`src/mms_defines.svh`:
```
// register map, field positions, reset values and timing for the mgmt/stats/rx-control block
// Operation
// - writing the frame register starts a frame unless the divider is zero
// - divider going zero to non-zero sends the frame already held
// - rewriting the frame register mid-frame alters the rest of that frame
// - bits 29-28 pick write or read; bit 29 set means read
// - bits 27-23 address the PHY, bits 22-18 its register
// - bits 15-0 go out on write and receive PHY data on read
// - output holds hold-field plus one bus cycles after the MDC rising edge
// - preamble of 32 ones unless preamble_skip is set
// - MDC is bus clock over twice (divider plus one); zero holds it low
// - MDC at 50% duty; a change to a non-zero divider applies after the next MDC edge
// - stats_halt resets to one and freezes all statistics counters
// - stats_quiet reads one when idle; stats_zero clears all counters
// - length limit resets to 1518; longer frames raise overlength events
// - receive_halted reports a stopped rx path; bit 30 enables length check
// - control and pause frame filtering and pause honouring
// - pad stripping forces the CRC to be checked and stripped
// - RMII/MII select, bit 2 reads one, slow mode clock division
// - broadcast drop unless promiscuous; both set gives accept with miss
// - no receive while transmitting; loopback silences tx and uses bus clock
`ifndef MMS_DEFINES_SVH
`define MMS_DEFINES_SVH
`define MMS_OFS_EVENT 12'h004
`define MMS_OFS_FRAME 12'h040
`define MMS_OFS_CLKCTL 12'h044
`define MMS_OFS_STATS 12'h064
`define MMS_OFS_RXCTL 12'h084
`define MMS_EVT_DONE 23
`define MMS_CC_HOLD_LO 8
`define MMS_CC_SKIP 7
`define MMS_CC_DIV_LO 1
`define MMS_ST_HALT 31
`define MMS_ST_QUIET 30
`define MMS_ST_ZERO 29
`define MMS_RX_HALTED 31
`define MMS_RX_IF_MODE 2
`define MMS_RX_WMASK 32'h7fff_f33b
`define MMS_RX_RESET 32'h05ee_0004
`define MMS_LEN_RESET 14'h05ee
`define MMS_PRE_BITS 5'h1f
`define MMS_RD_RELEASE 5'h11
`define MMS_DATA_TOP 5'h0f
`define MMS_PAUSE_OPCODE 16'h0001
`define MMS_RESP_OKAY 2'h0
`define MMS_RESP_SLVERR 2'h2
`endif

```
`src/mms_pkg.sv`:
```
// types shared by the mgmt/stats/rx-control block
package mms_pkg;
  typedef enum logic [2:0] {MMS_IDLE = 3'h1, MMS_PRE = 3'h2, MMS_FRM = 3'h4} mms_phase_e;
  typedef struct packed {
    logic valid;
    logic da_bcast;
    logic da_match;
    logic is_ctrl;
    logic [15:0] ctrl_opcode;
    logic [13:0] length;
  } mms_rx_hdr_s;
  typedef struct packed {
    logic valid;
    logic accept;
    logic miss;
    logic frame_too_long_flag;
  } mms_rx_verdict_s;
  typedef struct packed {
    logic length_field_check;
    logic [13:0] frame_length_limit;
    logic control_frame_filter;
    logic crc_strip;
    logic pause_frame_pass;
    logic pad_strip_enable;
    logic reduced_if_slow_mode;
    logic rmii_select;
    logic pause_honour_enable;
    logic broadcast_drop;
    logic accept_all_addresses;
    logic rx_block_during_tx;
    logic loopback;
    logic tx_mii_quiet;
    logic tx_line_clock_from_bus;
    logic [4:0] if_clk_div;
    logic [4:0] mac_clk_div;
  } mms_rx_cfg_s;
  typedef struct packed {
    logic awready;
    logic wready;
    logic [11:0] awaddr;
    logic [31:0] wdata;
    logic [3:0] wstrb;
    logic bvalid;
    logic [1:0] bresp;
    logic arready;
    logic rvalid;
    logic [31:0] rdata;
    logic [1:0] rresp;
    logic [31:0] frame;
    logic [2:0] hold;
    logic skip;
    logic [5:0] div;
    logic stats_halt;
    logic stats_zero;
    logic stats_quiet;
    logic [31:0] rxctl;
    logic evt_done;
    mms_phase_e phase;
    logic [4:0] bitcnt;
    logic [3:0] holdcnt;
    logic mdc;
    logic [5:0] divcnt;
    logic [5:0] curdiv;
    logic mdio_o;
    logic mdio_oe;
    logic mdio_s1;
    logic mdio_s2;
    logic halted_s1;
    logic halted_s2;
    mms_rx_cfg_s cfg;
    mms_rx_verdict_s verdict;
    logic tx_ovl;
  } mms_state_s;
endpackage : mms_pkg

```
`src/mms_top.sv`:
```
// mgmt frame engine, statistics control and receive control behind AXI4-Lite
`include "mms_defines.svh"
`timescale 1ns/100ps
`default_nettype none
module mms_top
  import mms_pkg::*;
(
  input wire logic clk_in,
  input wire logic sys_rst_in,
  input wire logic [11:0] s_axi_awaddr_in,
  input wire logic s_axi_awvalid_in,
  output logic s_axi_awready_out,
  input wire logic [31:0] s_axi_wdata_in,
  input wire logic [3:0] s_axi_wstrb_in,
  input wire logic s_axi_wvalid_in,
  output logic s_axi_wready_out,
  output logic [1:0] s_axi_bresp_out,
  output logic s_axi_bvalid_out,
  input wire logic s_axi_bready_in,
  input wire logic [11:0] s_axi_araddr_in,
  input wire logic s_axi_arvalid_in,
  output logic s_axi_arready_out,
  output logic [31:0] s_axi_rdata_out,
  output logic [1:0] s_axi_rresp_out,
  output logic s_axi_rvalid_out,
  input wire logic s_axi_rready_in,
  output logic mdc_out,
  output logic mdio_out,
  output logic mdio_oe_out,
  input wire logic mdio_in,
  output logic mgmt_done_out,
  output logic stats_halt_out,
  output logic stats_zero_out,
  input wire logic stats_busy_in,
  input wire logic receive_halted_in,
  input wire logic tx_active_in,
  input wire mms_rx_hdr_s rx_hdr_in,
  input wire logic tx_len_valid_in,
  input wire logic [13:0] tx_len_in,
  output mms_rx_cfg_s rx_cfg_out,
  output mms_rx_verdict_s rx_verdict_out,
  output logic rx_overlength_event_out,
  output logic tx_overlength_event_out
);

  mms_state_s s;
  mms_state_s next_s;

  // byte-lane merge of a write into an existing word
  function automatic logic [31:0] merge_bytes(input logic [31:0] old_v,
                                              input logic [31:0] new_v,
                                              input logic [3:0] strb);
    logic [31:0] res;
    res = old_v;
    for (int i = 0; i < 4; i++)
    begin
      if (strb[i])
      begin
        res[i*8 +: 8] = new_v[i*8 +: 8];
      end
    end
    return res;
  endfunction : merge_bytes

  // frame bit on the wire; frame bits are read live from the register
  function automatic logic frame_bit(input logic [31:0] fr, input logic [4:0] idx);
    return fr[idx];
  endfunction : frame_bit

  // read frames hand the line to the PHY from the turnaround on
  function automatic logic drive_bit(input logic [31:0] fr, input logic [4:0] idx);
    return !(fr[29] && idx <= `MMS_RD_RELEASE);
  endfunction : drive_bit

  function automatic logic [31:0] clkctl_word(input mms_state_s st);
    logic [31:0] w;
    w = 32'h0000_0000;
    w[`MMS_CC_HOLD_LO +: 3] = st.hold;
    w[`MMS_CC_SKIP] = st.skip;
    w[`MMS_CC_DIV_LO +: 6] = st.div;
    return w;
  endfunction : clkctl_word

  function automatic logic [31:0] stats_word(input mms_state_s st);
    logic [31:0] w;
    w = 32'h0000_0000;
    w[`MMS_ST_HALT] = st.stats_halt;
    w[`MMS_ST_QUIET] = st.stats_quiet;
    w[`MMS_ST_ZERO] = st.stats_zero;
    return w;
  endfunction : stats_word

  logic start;
  logic rise;
  logic advance;
  logic [31:0] merged;
  logic [31:0] rd_word;
  logic addr_ok;
  logic [31:0] wr_new;
  logic bcast_hit;
  logic addr_pass;
  logic ctrl_drop;
  logic pause_drop;
  logic too_long;

  always_comb
  begin
    next_s = s;
    start = 1'b0;
    rise = 1'b0;
    advance = 1'b0;
    merged = 32'h0000_0000;
    rd_word = 32'h0000_0000;
    addr_ok = 1'b1;
    wr_new = 32'h0000_0000;
    bcast_hit = 1'b0;
    addr_pass = 1'b0;
    ctrl_drop = 1'b0;
    pause_drop = 1'b0;
    too_long = 1'b0;

    // two-stage synchronisers for pin and foreign inputs
    next_s.mdio_s1 = mdio_in;
    next_s.mdio_s2 = s.mdio_s1;
    next_s.halted_s1 = receive_halted_in;
    next_s.halted_s2 = s.halted_s1;

    // write address and data are taken independently, in either order
    if (s.awready && s_axi_awvalid_in)
    begin
      next_s.awready = 1'b0;
      next_s.awaddr = s_axi_awaddr_in;
    end
    if (s.wready && s_axi_wvalid_in)
    begin
      next_s.wready = 1'b0;
      next_s.wdata = s_axi_wdata_in;
      next_s.wstrb = s_axi_wstrb_in;
    end
    if (s.bvalid && s_axi_bready_in)
    begin
      next_s.bvalid = 1'b0;
      next_s.awready = 1'b1;
      next_s.wready = 1'b1;
    end

    if (!s.awready && !s.wready && !s.bvalid)
    begin
      next_s.bvalid = 1'b1;
      next_s.bresp = `MMS_RESP_OKAY;
      case ({s.awaddr[11:2], 2'h0})
        `MMS_OFS_EVENT:
        begin
          // write one to clear
          wr_new = s.wdata & {{8{s.wstrb[3]}}, {8{s.wstrb[2]}}, {8{s.wstrb[1]}}, {8{s.wstrb[0]}}};
          if (wr_new[`MMS_EVT_DONE])
          begin
            next_s.evt_done = 1'b0;
          end
        end
        `MMS_OFS_FRAME:
        begin
          next_s.frame = merge_bytes(s.frame, s.wdata, s.wstrb);
          start = (s.div != 6'h00);
        end
        `MMS_OFS_CLKCTL:
        begin
          merged = merge_bytes(clkctl_word(s), s.wdata, s.wstrb);
          next_s.hold = merged[`MMS_CC_HOLD_LO +: 3];
          next_s.skip = merged[`MMS_CC_SKIP];
          next_s.div = merged[`MMS_CC_DIV_LO +: 6];
          start = (s.div == 6'h00) && (next_s.div != 6'h00);
        end
        `MMS_OFS_STATS:
        begin
          merged = merge_bytes(stats_word(s), s.wdata, s.wstrb);
          next_s.stats_halt = merged[`MMS_ST_HALT];
          next_s.stats_zero = merged[`MMS_ST_ZERO];
        end
        `MMS_OFS_RXCTL:
        begin
          merged = merge_bytes(s.rxctl, s.wdata, s.wstrb);
          // bit 2 stays one, status and reserved bits stay clear
          next_s.rxctl = (merged & `MMS_RX_WMASK) | 32'h0000_0004;
        end
        default:
        begin
          next_s.bresp = `MMS_RESP_SLVERR;
        end
      endcase
    end

    // read channel: one read at a time, answered the cycle after acceptance
    case ({s_axi_araddr_in[11:2], 2'h0})
      `MMS_OFS_EVENT: rd_word = {8'h00, s.evt_done, 23'h000000};
      `MMS_OFS_FRAME: rd_word = s.frame;
      `MMS_OFS_CLKCTL: rd_word = clkctl_word(s);
      `MMS_OFS_STATS: rd_word = stats_word(s);
      `MMS_OFS_RXCTL: rd_word = {s.halted_s2, s.rxctl[30:0]};
      default: addr_ok = 1'b0;
    endcase
    if (s.arready && s_axi_arvalid_in)
    begin
      next_s.arready = 1'b0;
      next_s.rvalid = 1'b1;
      next_s.rdata = rd_word;
      next_s.rresp = addr_ok ? `MMS_RESP_OKAY : `MMS_RESP_SLVERR;
    end
    if (s.rvalid && s_axi_rready_in)
    begin
      next_s.rvalid = 1'b0;
      next_s.arready = 1'b1;
    end

    // MDC: half period of curdiv+1 cycles; new divider picked up at each edge
    if (s.div == 6'h00)
    begin
      next_s.mdc = 1'b0;
      next_s.divcnt = 6'h00;
      next_s.curdiv = 6'h00;
    end
    else if (s.curdiv == 6'h00)
    begin
      next_s.curdiv = s.div;
      next_s.divcnt = 6'h00;
    end
    else if (s.divcnt == s.curdiv)
    begin
      next_s.mdc = !s.mdc;
      next_s.divcnt = 6'h00;
      next_s.curdiv = s.div;
      rise = !s.mdc;
    end
    else
    begin
      next_s.divcnt = s.divcnt + 6'h01;
    end

    // frame engine
    case (s.phase)
      MMS_IDLE:
      begin
        if (start)
        begin
          // a start while busy is not possible when software waits for done
          next_s.bitcnt = `MMS_PRE_BITS;
          next_s.holdcnt = 4'h0;
          next_s.mdio_oe = 1'b1;
          if (next_s.skip)
          begin
            next_s.phase = MMS_FRM;
            next_s.mdio_o = frame_bit(next_s.frame, `MMS_PRE_BITS);
          end
          else
          begin
            next_s.phase = MMS_PRE;
            next_s.mdio_o = 1'b1;
          end
        end
      end
      MMS_PRE, MMS_FRM:
      begin
        if (rise && s.phase == MMS_FRM && s.frame[29] && s.bitcnt <= `MMS_DATA_TOP)
        begin
          next_s.frame[s.bitcnt] = s.mdio_s2;
        end
        // a hold longer than the mdc period delays the change instead of restarting it
        if (rise && s.holdcnt == 4'h0)
        begin
          next_s.holdcnt = {1'b0, s.hold} + 4'h1;
        end
        else if (s.holdcnt != 4'h0)
        begin
          next_s.holdcnt = s.holdcnt - 4'h1;
          advance = (s.holdcnt == 4'h1);
        end
        if (advance)
        begin
          if (s.bitcnt != 5'h00)
          begin
            next_s.bitcnt = s.bitcnt - 5'h01;
            if (s.phase == MMS_FRM)
            begin
              // fields go out msb first exactly as held
              next_s.mdio_o = frame_bit(s.frame, s.bitcnt - 5'h01);
              next_s.mdio_oe = drive_bit(s.frame, s.bitcnt - 5'h01);
            end
          end
          else if (s.phase == MMS_PRE)
          begin
            next_s.phase = MMS_FRM;
            next_s.bitcnt = `MMS_PRE_BITS;
            next_s.mdio_o = frame_bit(s.frame, `MMS_PRE_BITS);
            next_s.mdio_oe = 1'b1;
          end
          else
          begin
            next_s.phase = MMS_IDLE;
            next_s.mdio_o = 1'b0;
            next_s.mdio_oe = 1'b0;
          end
        end
      end
      default:
      begin
        next_s.phase = MMS_IDLE;
        next_s.mdio_oe = 1'b0;
      end
    endcase
    // done flag: completion wins over a same-cycle clear
    if (advance && s.phase == MMS_FRM && s.bitcnt == 5'h00)
    begin
      next_s.evt_done = 1'b1;
    end

    // statistics: idle when halted or the counters report no update
    next_s.stats_quiet = s.stats_halt || !stats_busy_in;

    // receive configuration seen by the datapath
    next_s.cfg.length_field_check = s.rxctl[30];
    next_s.cfg.frame_length_limit = s.rxctl[29:16];
    next_s.cfg.control_frame_filter = s.rxctl[15];
    next_s.cfg.crc_strip = s.rxctl[12] || s.rxctl[14];
    next_s.cfg.pause_frame_pass = s.rxctl[13];
    next_s.cfg.pad_strip_enable = s.rxctl[12];
    next_s.cfg.reduced_if_slow_mode = s.rxctl[9];
    next_s.cfg.rmii_select = s.rxctl[8];
    next_s.cfg.pause_honour_enable = s.rxctl[5];
    next_s.cfg.broadcast_drop = s.rxctl[4];
    next_s.cfg.accept_all_addresses = s.rxctl[3];
    next_s.cfg.rx_block_during_tx = s.rxctl[1];
    next_s.cfg.loopback = s.rxctl[0];
    next_s.cfg.tx_mii_quiet = s.rxctl[0];
    next_s.cfg.tx_line_clock_from_bus = s.rxctl[0];
    // rmii reference dividers; mii passes the line clocks through
    next_s.cfg.if_clk_div = (s.rxctl[8] && s.rxctl[9]) ? 5'h0a : 5'h01;
    next_s.cfg.mac_clk_div = !s.rxctl[8] ? 5'h01 : (s.rxctl[9] ? 5'h14 : 5'h02);

    // receive frame verdict, one cycle after the header strobe
    too_long = rx_hdr_in.length > s.rxctl[29:16];
    bcast_hit = rx_hdr_in.da_bcast;
    addr_pass = s.rxctl[3] || rx_hdr_in.da_match || (bcast_hit && !s.rxctl[4]);
    ctrl_drop = rx_hdr_in.is_ctrl && s.rxctl[15]
                && rx_hdr_in.ctrl_opcode != `MMS_PAUSE_OPCODE;
    pause_drop = rx_hdr_in.is_ctrl && !s.rxctl[13]
                 && rx_hdr_in.ctrl_opcode == `MMS_PAUSE_OPCODE;
    next_s.verdict.valid = rx_hdr_in.valid;
    next_s.verdict.accept = rx_hdr_in.valid && addr_pass && !ctrl_drop && !pause_drop
                            && !(s.rxctl[1] && tx_active_in);
    next_s.verdict.miss = rx_hdr_in.valid && bcast_hit && s.rxctl[4] && s.rxctl[3];
    next_s.verdict.frame_too_long_flag = rx_hdr_in.valid && too_long;
    next_s.tx_ovl = tx_len_valid_in && (tx_len_in > s.rxctl[29:16]);
  end

  always_ff @(posedge clk_in)
  begin
    if (sys_rst_in)
    begin
      s <= '0;
      s.awready <= 1'b1;
      s.wready <= 1'b1;
      s.arready <= 1'b1;
      s.stats_halt <= 1'b1;
      s.stats_quiet <= 1'b1;
      s.rxctl <= `MMS_RX_RESET;
      s.cfg.frame_length_limit <= `MMS_LEN_RESET;
      s.cfg.if_clk_div <= 5'h01;
      s.cfg.mac_clk_div <= 5'h01;
      s.phase <= MMS_IDLE;
    end
    else
    begin
      s <= next_s;
    end
  end

  assign s_axi_awready_out = s.awready;
  assign s_axi_wready_out = s.wready;
  assign s_axi_bresp_out = s.bresp;
  assign s_axi_bvalid_out = s.bvalid;
  assign s_axi_arready_out = s.arready;
  assign s_axi_rdata_out = s.rdata;
  assign s_axi_rresp_out = s.rresp;
  assign s_axi_rvalid_out = s.rvalid;
  assign mdc_out = s.mdc;
  assign mdio_out = s.mdio_o;
  assign mdio_oe_out = s.mdio_oe;
  assign mgmt_done_out = s.evt_done;
  assign stats_halt_out = s.stats_halt;
  assign stats_zero_out = s.stats_zero;
  assign rx_cfg_out = s.cfg;
  assign rx_verdict_out = s.verdict;
  assign rx_overlength_event_out = s.verdict.frame_too_long_flag;
  assign tx_overlength_event_out = s.tx_ovl;

endmodule : mms_top
`default_nettype wire

```
`config.mk`:
```
export PLATFORM = sky130hd
export DESIGN_NAME = mms_top
export DESIGN_NICKNAME = d
export VERILOG_FILES = /design/src/mms_pkg.sv /design/src/mms_top.sv
export VERILOG_INCLUDE_DIRS = /design/src /design/src/src
export SDC_FILE = /design/constraint.sdc
export NUM_CORES = 1
export LEC_CHECK = 0
export BUFFER_PORTS_ARGS = -buffer_cell sky130_fd_sc_hd__clkbuf_2
export CAP_MARGIN = 10
export CORE_ASPECT_RATIO = 0.6
export CORE_MARGIN = 8
export CORE_UTILIZATION = 55
export CTS_BUF_LIST = sky130_fd_sc_hd__clkbuf_8
export DETAILED_ROUTE_END_ITERATION = 10
export MAX_ROUTING_LAYER = met4
export PLACE_DENSITY_LB_ADDON = 0.05
export RECOVER_POWER = 100
export SLEW_MARGIN = 40
export SYNTH_ARGS = -nofsm -noshare
export SYNTH_HDL_FRONTEND = slang
export SYNTH_SLANG_ARGS = --single-unit
```
`constraint.sdc`:
```
create_clock -name clk_in -period 3 [get_ports clk_in]
set_input_delay 0.15 -clock clk_in [delete_from_list [all_inputs] [get_ports clk_in]]
set_output_delay 0.15 -clock clk_in [all_outputs]
set_load 0.005 [all_outputs]
```
==> results of run 1 <==
[synthesized netlist by cell type, drive strengths merged (10+ instances only)]
library cell,n
nor2,108
nand4,13
clkbuf,48
a22oi,29
mux2i,27
a211o,10
nand3,19
a22o,23
nor2b,26
dfxtp,224
or2,10
mux2,18
buf,94
inv,34
nor3,12
a311oi,16
a41oi,13
o21ai,17
ha,38
a21oi,102
nand2,176
nor4,12
[sequential cells by signal (all words and copies together) (netlist names)]
signal                   flops
s_axi_arready_out            1
stats_halt_out               1
s_axi_rdata_out             32
s_axi_bvalid_out             1
rx_overlength_event_out      1
rx_cfg_out                  31
mdc_out                      1
s_axi_rvalid_out             1
s_axi_bresp_out              1
rx_verdict_out               3
s_axi_awready_out            1
next_s                      27
mgmt_done_out                1
stats_zero_out               1
s_axi_rresp_out              1
mdio_oe_out                  1
s_axi_wready_out             1
s                          116
tx_overlength_event_out      1
mdio_out                     1
[final cells by class]
type / instances / area [µm²]
Clock inverter: 16 / 116
Multi-Input combinational cell: 809 / 5160
Fill cell: 1642 / 6440
Timing Repair Buffer: 288 / 1710
Clock buffer: 46 / 633
Sequential cell: 224 / 4480
Tap cell: 246 / 308
Inverter: 35 / 131
[layer usage]
layer  vias up  GRT usage
met2       456      0.367
li1       4571          -
met5         -          -
met3        37     0.0542
met4         0     0.0575
met1      4494      0.388
[worst max-delay path, cell delays in order, from the launching register on]
cell	delay, ps
dfxtp_1	490
and2_0	200
clkbuf_1	1450
nand2_1	290
a21oi_1	210
[stage by stage]
step	cells	total power (W)	cell area (µm²)
after global placement	1540	0.00350	11300
after global routing	1664	0.00648	12500
after detailed placement	1540	0.00351	11300
after CTS	1664	0.00627	12700
after floorplan	1210	0.00334	10600
final	1664	0.00624	12500
[power groups by stage]
stage          registers (W)  clock network, W  logic [W]
2_1_floorplan        0.00312                 0   0.000212
5_1_grt              0.00309           0.00292   0.000473
3_5_place_dp         0.00315                 0   0.000361
3_3_place_gp         0.00315                 0   0.000355
4_1_cts              0.00308           0.00276   0.000427
6_report             0.00308           0.00273   0.000429
[cells by family after synthesis]
| family | Yosys count |
|---|---|
| AOI/OAI and AO/OA | 267 |
| adders and majority gates | 38 |
| other | 1 |
| xor gates and xnor gates | 17 |
| and+or+nand+nor | 429 |
| DFF | 224 |
| buffers and inverters | 177 |
| muxes | 53 |
[final timing paths]
| kind | start | endpoint | slack [ps] | cells past startpoint |
|---|---|---|---|---|
| min reg2reg | next_s[45] | s[45] | 450 | 1 |
| min | tx_len_in[13] | tx_overlength_event_out | 30 | 3 |
| max reg2reg | s_axi_wready_out | s[194] | 300 | 4 |
| max | s_axi_wready_out | s[194] | 300 | 4 |
==> impl_metrics.csv, run 1 <==
group,metric,value,unit
routing,wl_met1,15600,µm
finish,n_antenna_cell,0,
yosys,synth_cell_types,68,
pwr,switching_share,0.237,
clock_tree,ctsHoldBuffers,62,
pwr,pwr-share-seq,0.494,
critical_path,start_kind,"flip-flop",
critical_path,cp.required,3430,ps
clock_tree,insertion_delay,510,ps
routing,first_iter_violations,974,
die,dieArea,24100,µm²
min_path,min_path_type,"primary input to flip-flop",
sta,post-route-min-period,2700,ps
global_route,grt_pass1_vias,9022,
routing,vias,9558,
sta,setup_viol,0,
critical_path,crit_arrival,3130,ps
pwr,p_int,0.00476,W
yosys,synthXorXnorAreaFrac,0.0140,
routing,drc_errors,0,
routing,dr_wl_met3,3060,µm
sta,finalHoldViolCount,0,
sta,rsz0062_at_grt,"false",
die,ios,211,
routing,highest_layer,"met4",
job,max_cap_violations,3,
finish,area_growth,18.2,%
critical_path,endpoint_kind,"flip-flop",
sta,period_share,0.901,
yosys,synthAdderAreaFrac,0.0448,
global_route,grt_use_total,0.264,
routing,drt_wl_total,32000,µm
routing,dr.pass1.iters,6,
clock_tree,cts-root-buf,"clkbuf_8",
die,num_rows,39,
global_route,grt_pass1_wl,50100,µm
pwr,pwr-share-clk,0.438,
sta,setup_tns,0,ps
finish,nets,1551,
die,initial_utilization,0.559,
yosys,ys_ff_latch,224,
yosys,synth_area_leaders,"dfxtp_1 (42%), nand2_1 (6.2%), buf_4 (5.5%)",
clock_tree,clock_path_buffers,3,
clock_tree,post_cts_buffers,0,
yosys,synth_top_area_frac,0.422,
clock_tree,h-tree-depth,2,
placed_design,io_buffers,201,
clock_tree,clk_pin_slew,60,ps
routing,wl_met2,12900,µm
sta,setup_slack,297,ps
pwr,pwr-share-comb,0.069,
sta,max_freq,370,MHz
sta,worstMarginPinSlew,2020,ps
yosys,synthCells,1206,
yosys,muxShareOfSynthArea,0.0615,
outcome,status,"finished with violations",
die,coreArea,19000,µm²
pwr,powerDensity,498,nW/µm²
critical_path,crit_type,"flip-flop to flip-flop",
finish,drive_gt1_frac,0.171,
yosys,synth_top_family_by_area,"simple AND/OR/NAND/NOR gates",
die,die_h,124,µm
yosys,syn_area_per_cell,8.80,µm²
sta,slew_headroom,-0.346,
yosys,ys_seq_area_frac,0.422,
pwr,peakVddDrop,0.253,mV
sta,slew_viol_final,118,
yosys,async_flop_share,0,
finish,final_cell_mix,"dfxtp_1 (224), nand2_1 (175), clkbuf_2 (133)",
routing,wl_per_cell,19.2,µm
global_route,antenna_found_initial,0,
placed_design,dp_slack,631,ps
critical_path,crit_fanout,36,
yosys,synth_edf_count,0,
routing,vias_per_cell,5.74,
finish,final_common_cell,"dfxtp_1",
sta,fin_hold_ws,31.7,ps
clock_tree,cts_tree,"built",
pwr,switching_power,0.00148,W
finish,fin_util,0.661,
sta,finClkSkew,20.4,ps
clock_tree,cts_made_buffers,35,
pwr,p_leak,5.18,nW
yosys,synth_warnings,0,
yosys,yosys_most_used_dff,"dfxtp_1",
yosys,synth_largest_area_cell,"dfxtp_1",
global_route,grt_overflow,0,
clock_tree,cts_resized,0,
placed_design,hpwlAfterDp,23000,µm
yosys,yosys.area_share.simple,0.194,
placed_design,gp_congestion,0.952,
clock_tree,cts_sinks,224,
die,die_x,195,µm
global_route,grt_max_degree,63,
yosys,synthesis.area,10600,µm²
outcome,violations,"max-capacitance violations, max-slew violations",
routing,postRouteAntennaNets,0,
yosys,synth_compound_gate_area_share,0.171,
No activity file was read; power rests on OpenSTA's default activity.
==> run 2, diff against run 1 <==
CORE_MARGIN = unset   (was 8)
REMOVE_ABC_BUFFERS = 1   (was unset)
==> run 2 against run 1 <==
Net effect:
- the flow now finishes without violations
- routed wire length fell by 5.0%
- power is 2.5% lower
- via count shrank 1.6%
- sequential power is essentially flat
- cell area is 0.37% lower
- cell count down 0.24%
- non-clock buffer count is 3 higher
- hold slack got worse by 7.2 ps
- largest power group unchanged
==> impl_metrics.csv, run 2 (synthesis results as in run 1) <==
group,metric,value,unit
critical_path,path_common_cell,"a21oi_1",
critical_path,crit_fanout,9,
routing,first_iter_violations,792,
finish,largest_reg_flops,116,
global_route,grt_use_total,0.313,
finish,area_growth,17.7,%
finish,nets,1554,
clock_tree,insertion_delay,520,ps
routing,postRouteAntennaNets,0,
sta,setup_tns,0,ps
placed_design,gp_congestion,0.936,
critical_path,crit_family,"compound AO/OA/AOI/OAI gates",
sta,post-route-min-period,2520,ps
die,initial_utilization,0.574,
die,die_h,110,µm
finish,final_common_cell,"dfxtp_1",
clock_tree,cts_resized,0,
global_route,grt_pass1_vias,8692,
die,num_rows,38,
critical_path,crit_arrival,2910,ps
routing,vias,9403,
min_path,min_path_cells,3,
sta,finalHoldViolCount,0,
clock_tree,h-tree-depth,2,
critical_path,start_kind,"flip-flop",
finish,top_register,"s",
sta,setup_viol,0,
critical_path,r2r_cells,8,
clock_tree,cts_made_buffers,35,
pwr,finalPower,0.00609,W
clock_tree,clock_path_buffers,3,
critical_path,r2r_setup_slack,480,ps
critical_path,cp.required,3380,ps
die,ios,211,
die,die_x,181,µm
sta,rsz0062_at_grt,"false",
sta,finClkSkew,25.8,ps
clock_tree,post_cts_buffers,0,
global_route,antenna_found_initial,0,
critical_path,rr_endpoint,"mdio_oe_out",
finish,fill_cells,1588,
routing,drc_errors,0,
clock_tree,clk_pin_slew,60,ps
pwr,peakVddDrop,0.332,mV
global_route,grt_pass1_wl,47200,µm
sta,slew_viol_final,0,
critical_path,critical_path.cell_chain,"inv_1 > ha_1 > nor4b_1 > clkbuf_1 > a21oi_1 > o21ai_0 > a21oi_1 > a311oi_1",
sta,worstMarginPinSlew,1300,ps
routing,wl_per_cell,18.3,µm
global_route,grt_overflow,0,
routing,dr.pass1.iters,5,
critical_path,slowest_stage,"nor4b_1",
clock_tree,cts-root-buf,"clkbuf_8",
critical_path,crit_type,"flip-flop to flip-flop",
job,max_cap_violations,0,
placed_design,io_buffers,201,
sta,period_share,0.841,
routing,drt_wl_total,30400,µm
outcome,status,"completed",
critical_path,critPathMaxStageDelay,480,ps
global_route,grt_max_degree,60,
die,coreArea,18500,µm²
min_path,hold_end,"tx_overlength_event_out",
critical_path,regToRegStartpoint,"s[66]",
finish,final_cell_mix,"dfxtp_1 (224), nand2_1 (176), clkbuf_2 (156)",
sta,max_freq,396,MHz
clock_tree,cts_tree,"built",
sta,slew_headroom,0.135,
critical_path,endpoint_kind,"flip-flop",
critical_path,crit_buf_inv,2,
finish,drive_gt1_frac,0.186,
pwr,powerDensity,487,nW/µm²
clock_tree,cts_sinks,224,
clock_tree,ctsHoldBuffers,62,
finish,n_antenna_cell,0,
min_path,min_from,"tx_len_in[13]",
placed_design,hpwlAfterDp,21200,µm
pwr,p_leak,5.23,nW
min_path,min_path_type,"primary input to flip-flop",
die,dieArea,19900,µm²
routing,vias_per_cell,5.66,
run 2: cell types whose count changed in the layout (fill, tap and decap cells not counted), moves of 2 or more:
cell      before  now
clkbuf_2     133  156
clkbuf_1      78   56
clkbuf_8      46   40
clkinv_2       3    6
buf_1          0    2
buf_4         13   15
run 2: per-layer routing:
layer / part of all wire / up-vias / track usage
met5: 0 / - / -
met1: 0.49 / 4385 / 0.455
li1: - / 4566 / -
met4: 0.013 / 0 / 0.0648
met3: 0.081 / 44 / 0.0523
met2: 0.41 / 408 / 0.455
run 2: through the flow:
stage,hold WS (ps),instances,util,instance area (µm²),setup slack (ps)
2_1_floorplan,212,1068,-,9790,301
3_3_place_gp,304,1537,0.612,11300,665
3_5_place_dp,305,1537,0.612,11300,648
4_1_cts,3.18,1660,0.683,12600,657
5_1_grt,45.4,1660,0.676,12500,260
6_report,24.5,1660,0.676,12500,476
run 2: worst register-to-register path, cell delays in order, from the launching register on:
cell      delay, ps
dfxtp_1         400
inv_1           190
ha_1            220
nor4b_1         480
clkbuf_1        410
a21oi_1         130
o21ai_0         240
a21oi_1         100
a311oi_1        250
run 2: how the worst max path moves through the flow:
| stage | from | endpoint | slack, ps | cells after the start |
|---|---|---|---|---|
| after detailed placement | s[66] | mdio_out | 650 | 8 |
| after CTS | s[66] | mdio_out | 660 | 8 |
| final | s[66] | mdio_oe_out | 480 | 8 |
| after global routing | s[66] | mdio_oe_out | 260 | 8 |
| after floorplan | s[66] | mdio_oe_out | 300 | 7 |
| after global placement | s[66] | mdio_out | 660 | 8 |
run 2: cell type report:
type                            instances  area [µm²]  share of cell area
Multi-Input combinational cell        809        5160               0.413
Clock buffer                           40         551              0.0441
Inverter                               35         131              0.0105
Clock inverter                         21         143              0.0114
Tap cell                              240         300              0.0240
Timing Repair Buffer                  291        1730               0.139
Sequential cell                       224        4480               0.359
run 2: power breakdown:
part           internal [W]  switching [W]
registers           0.00303      0.0000585
logic              0.000192       0.000231
clock network       0.00139        0.00119
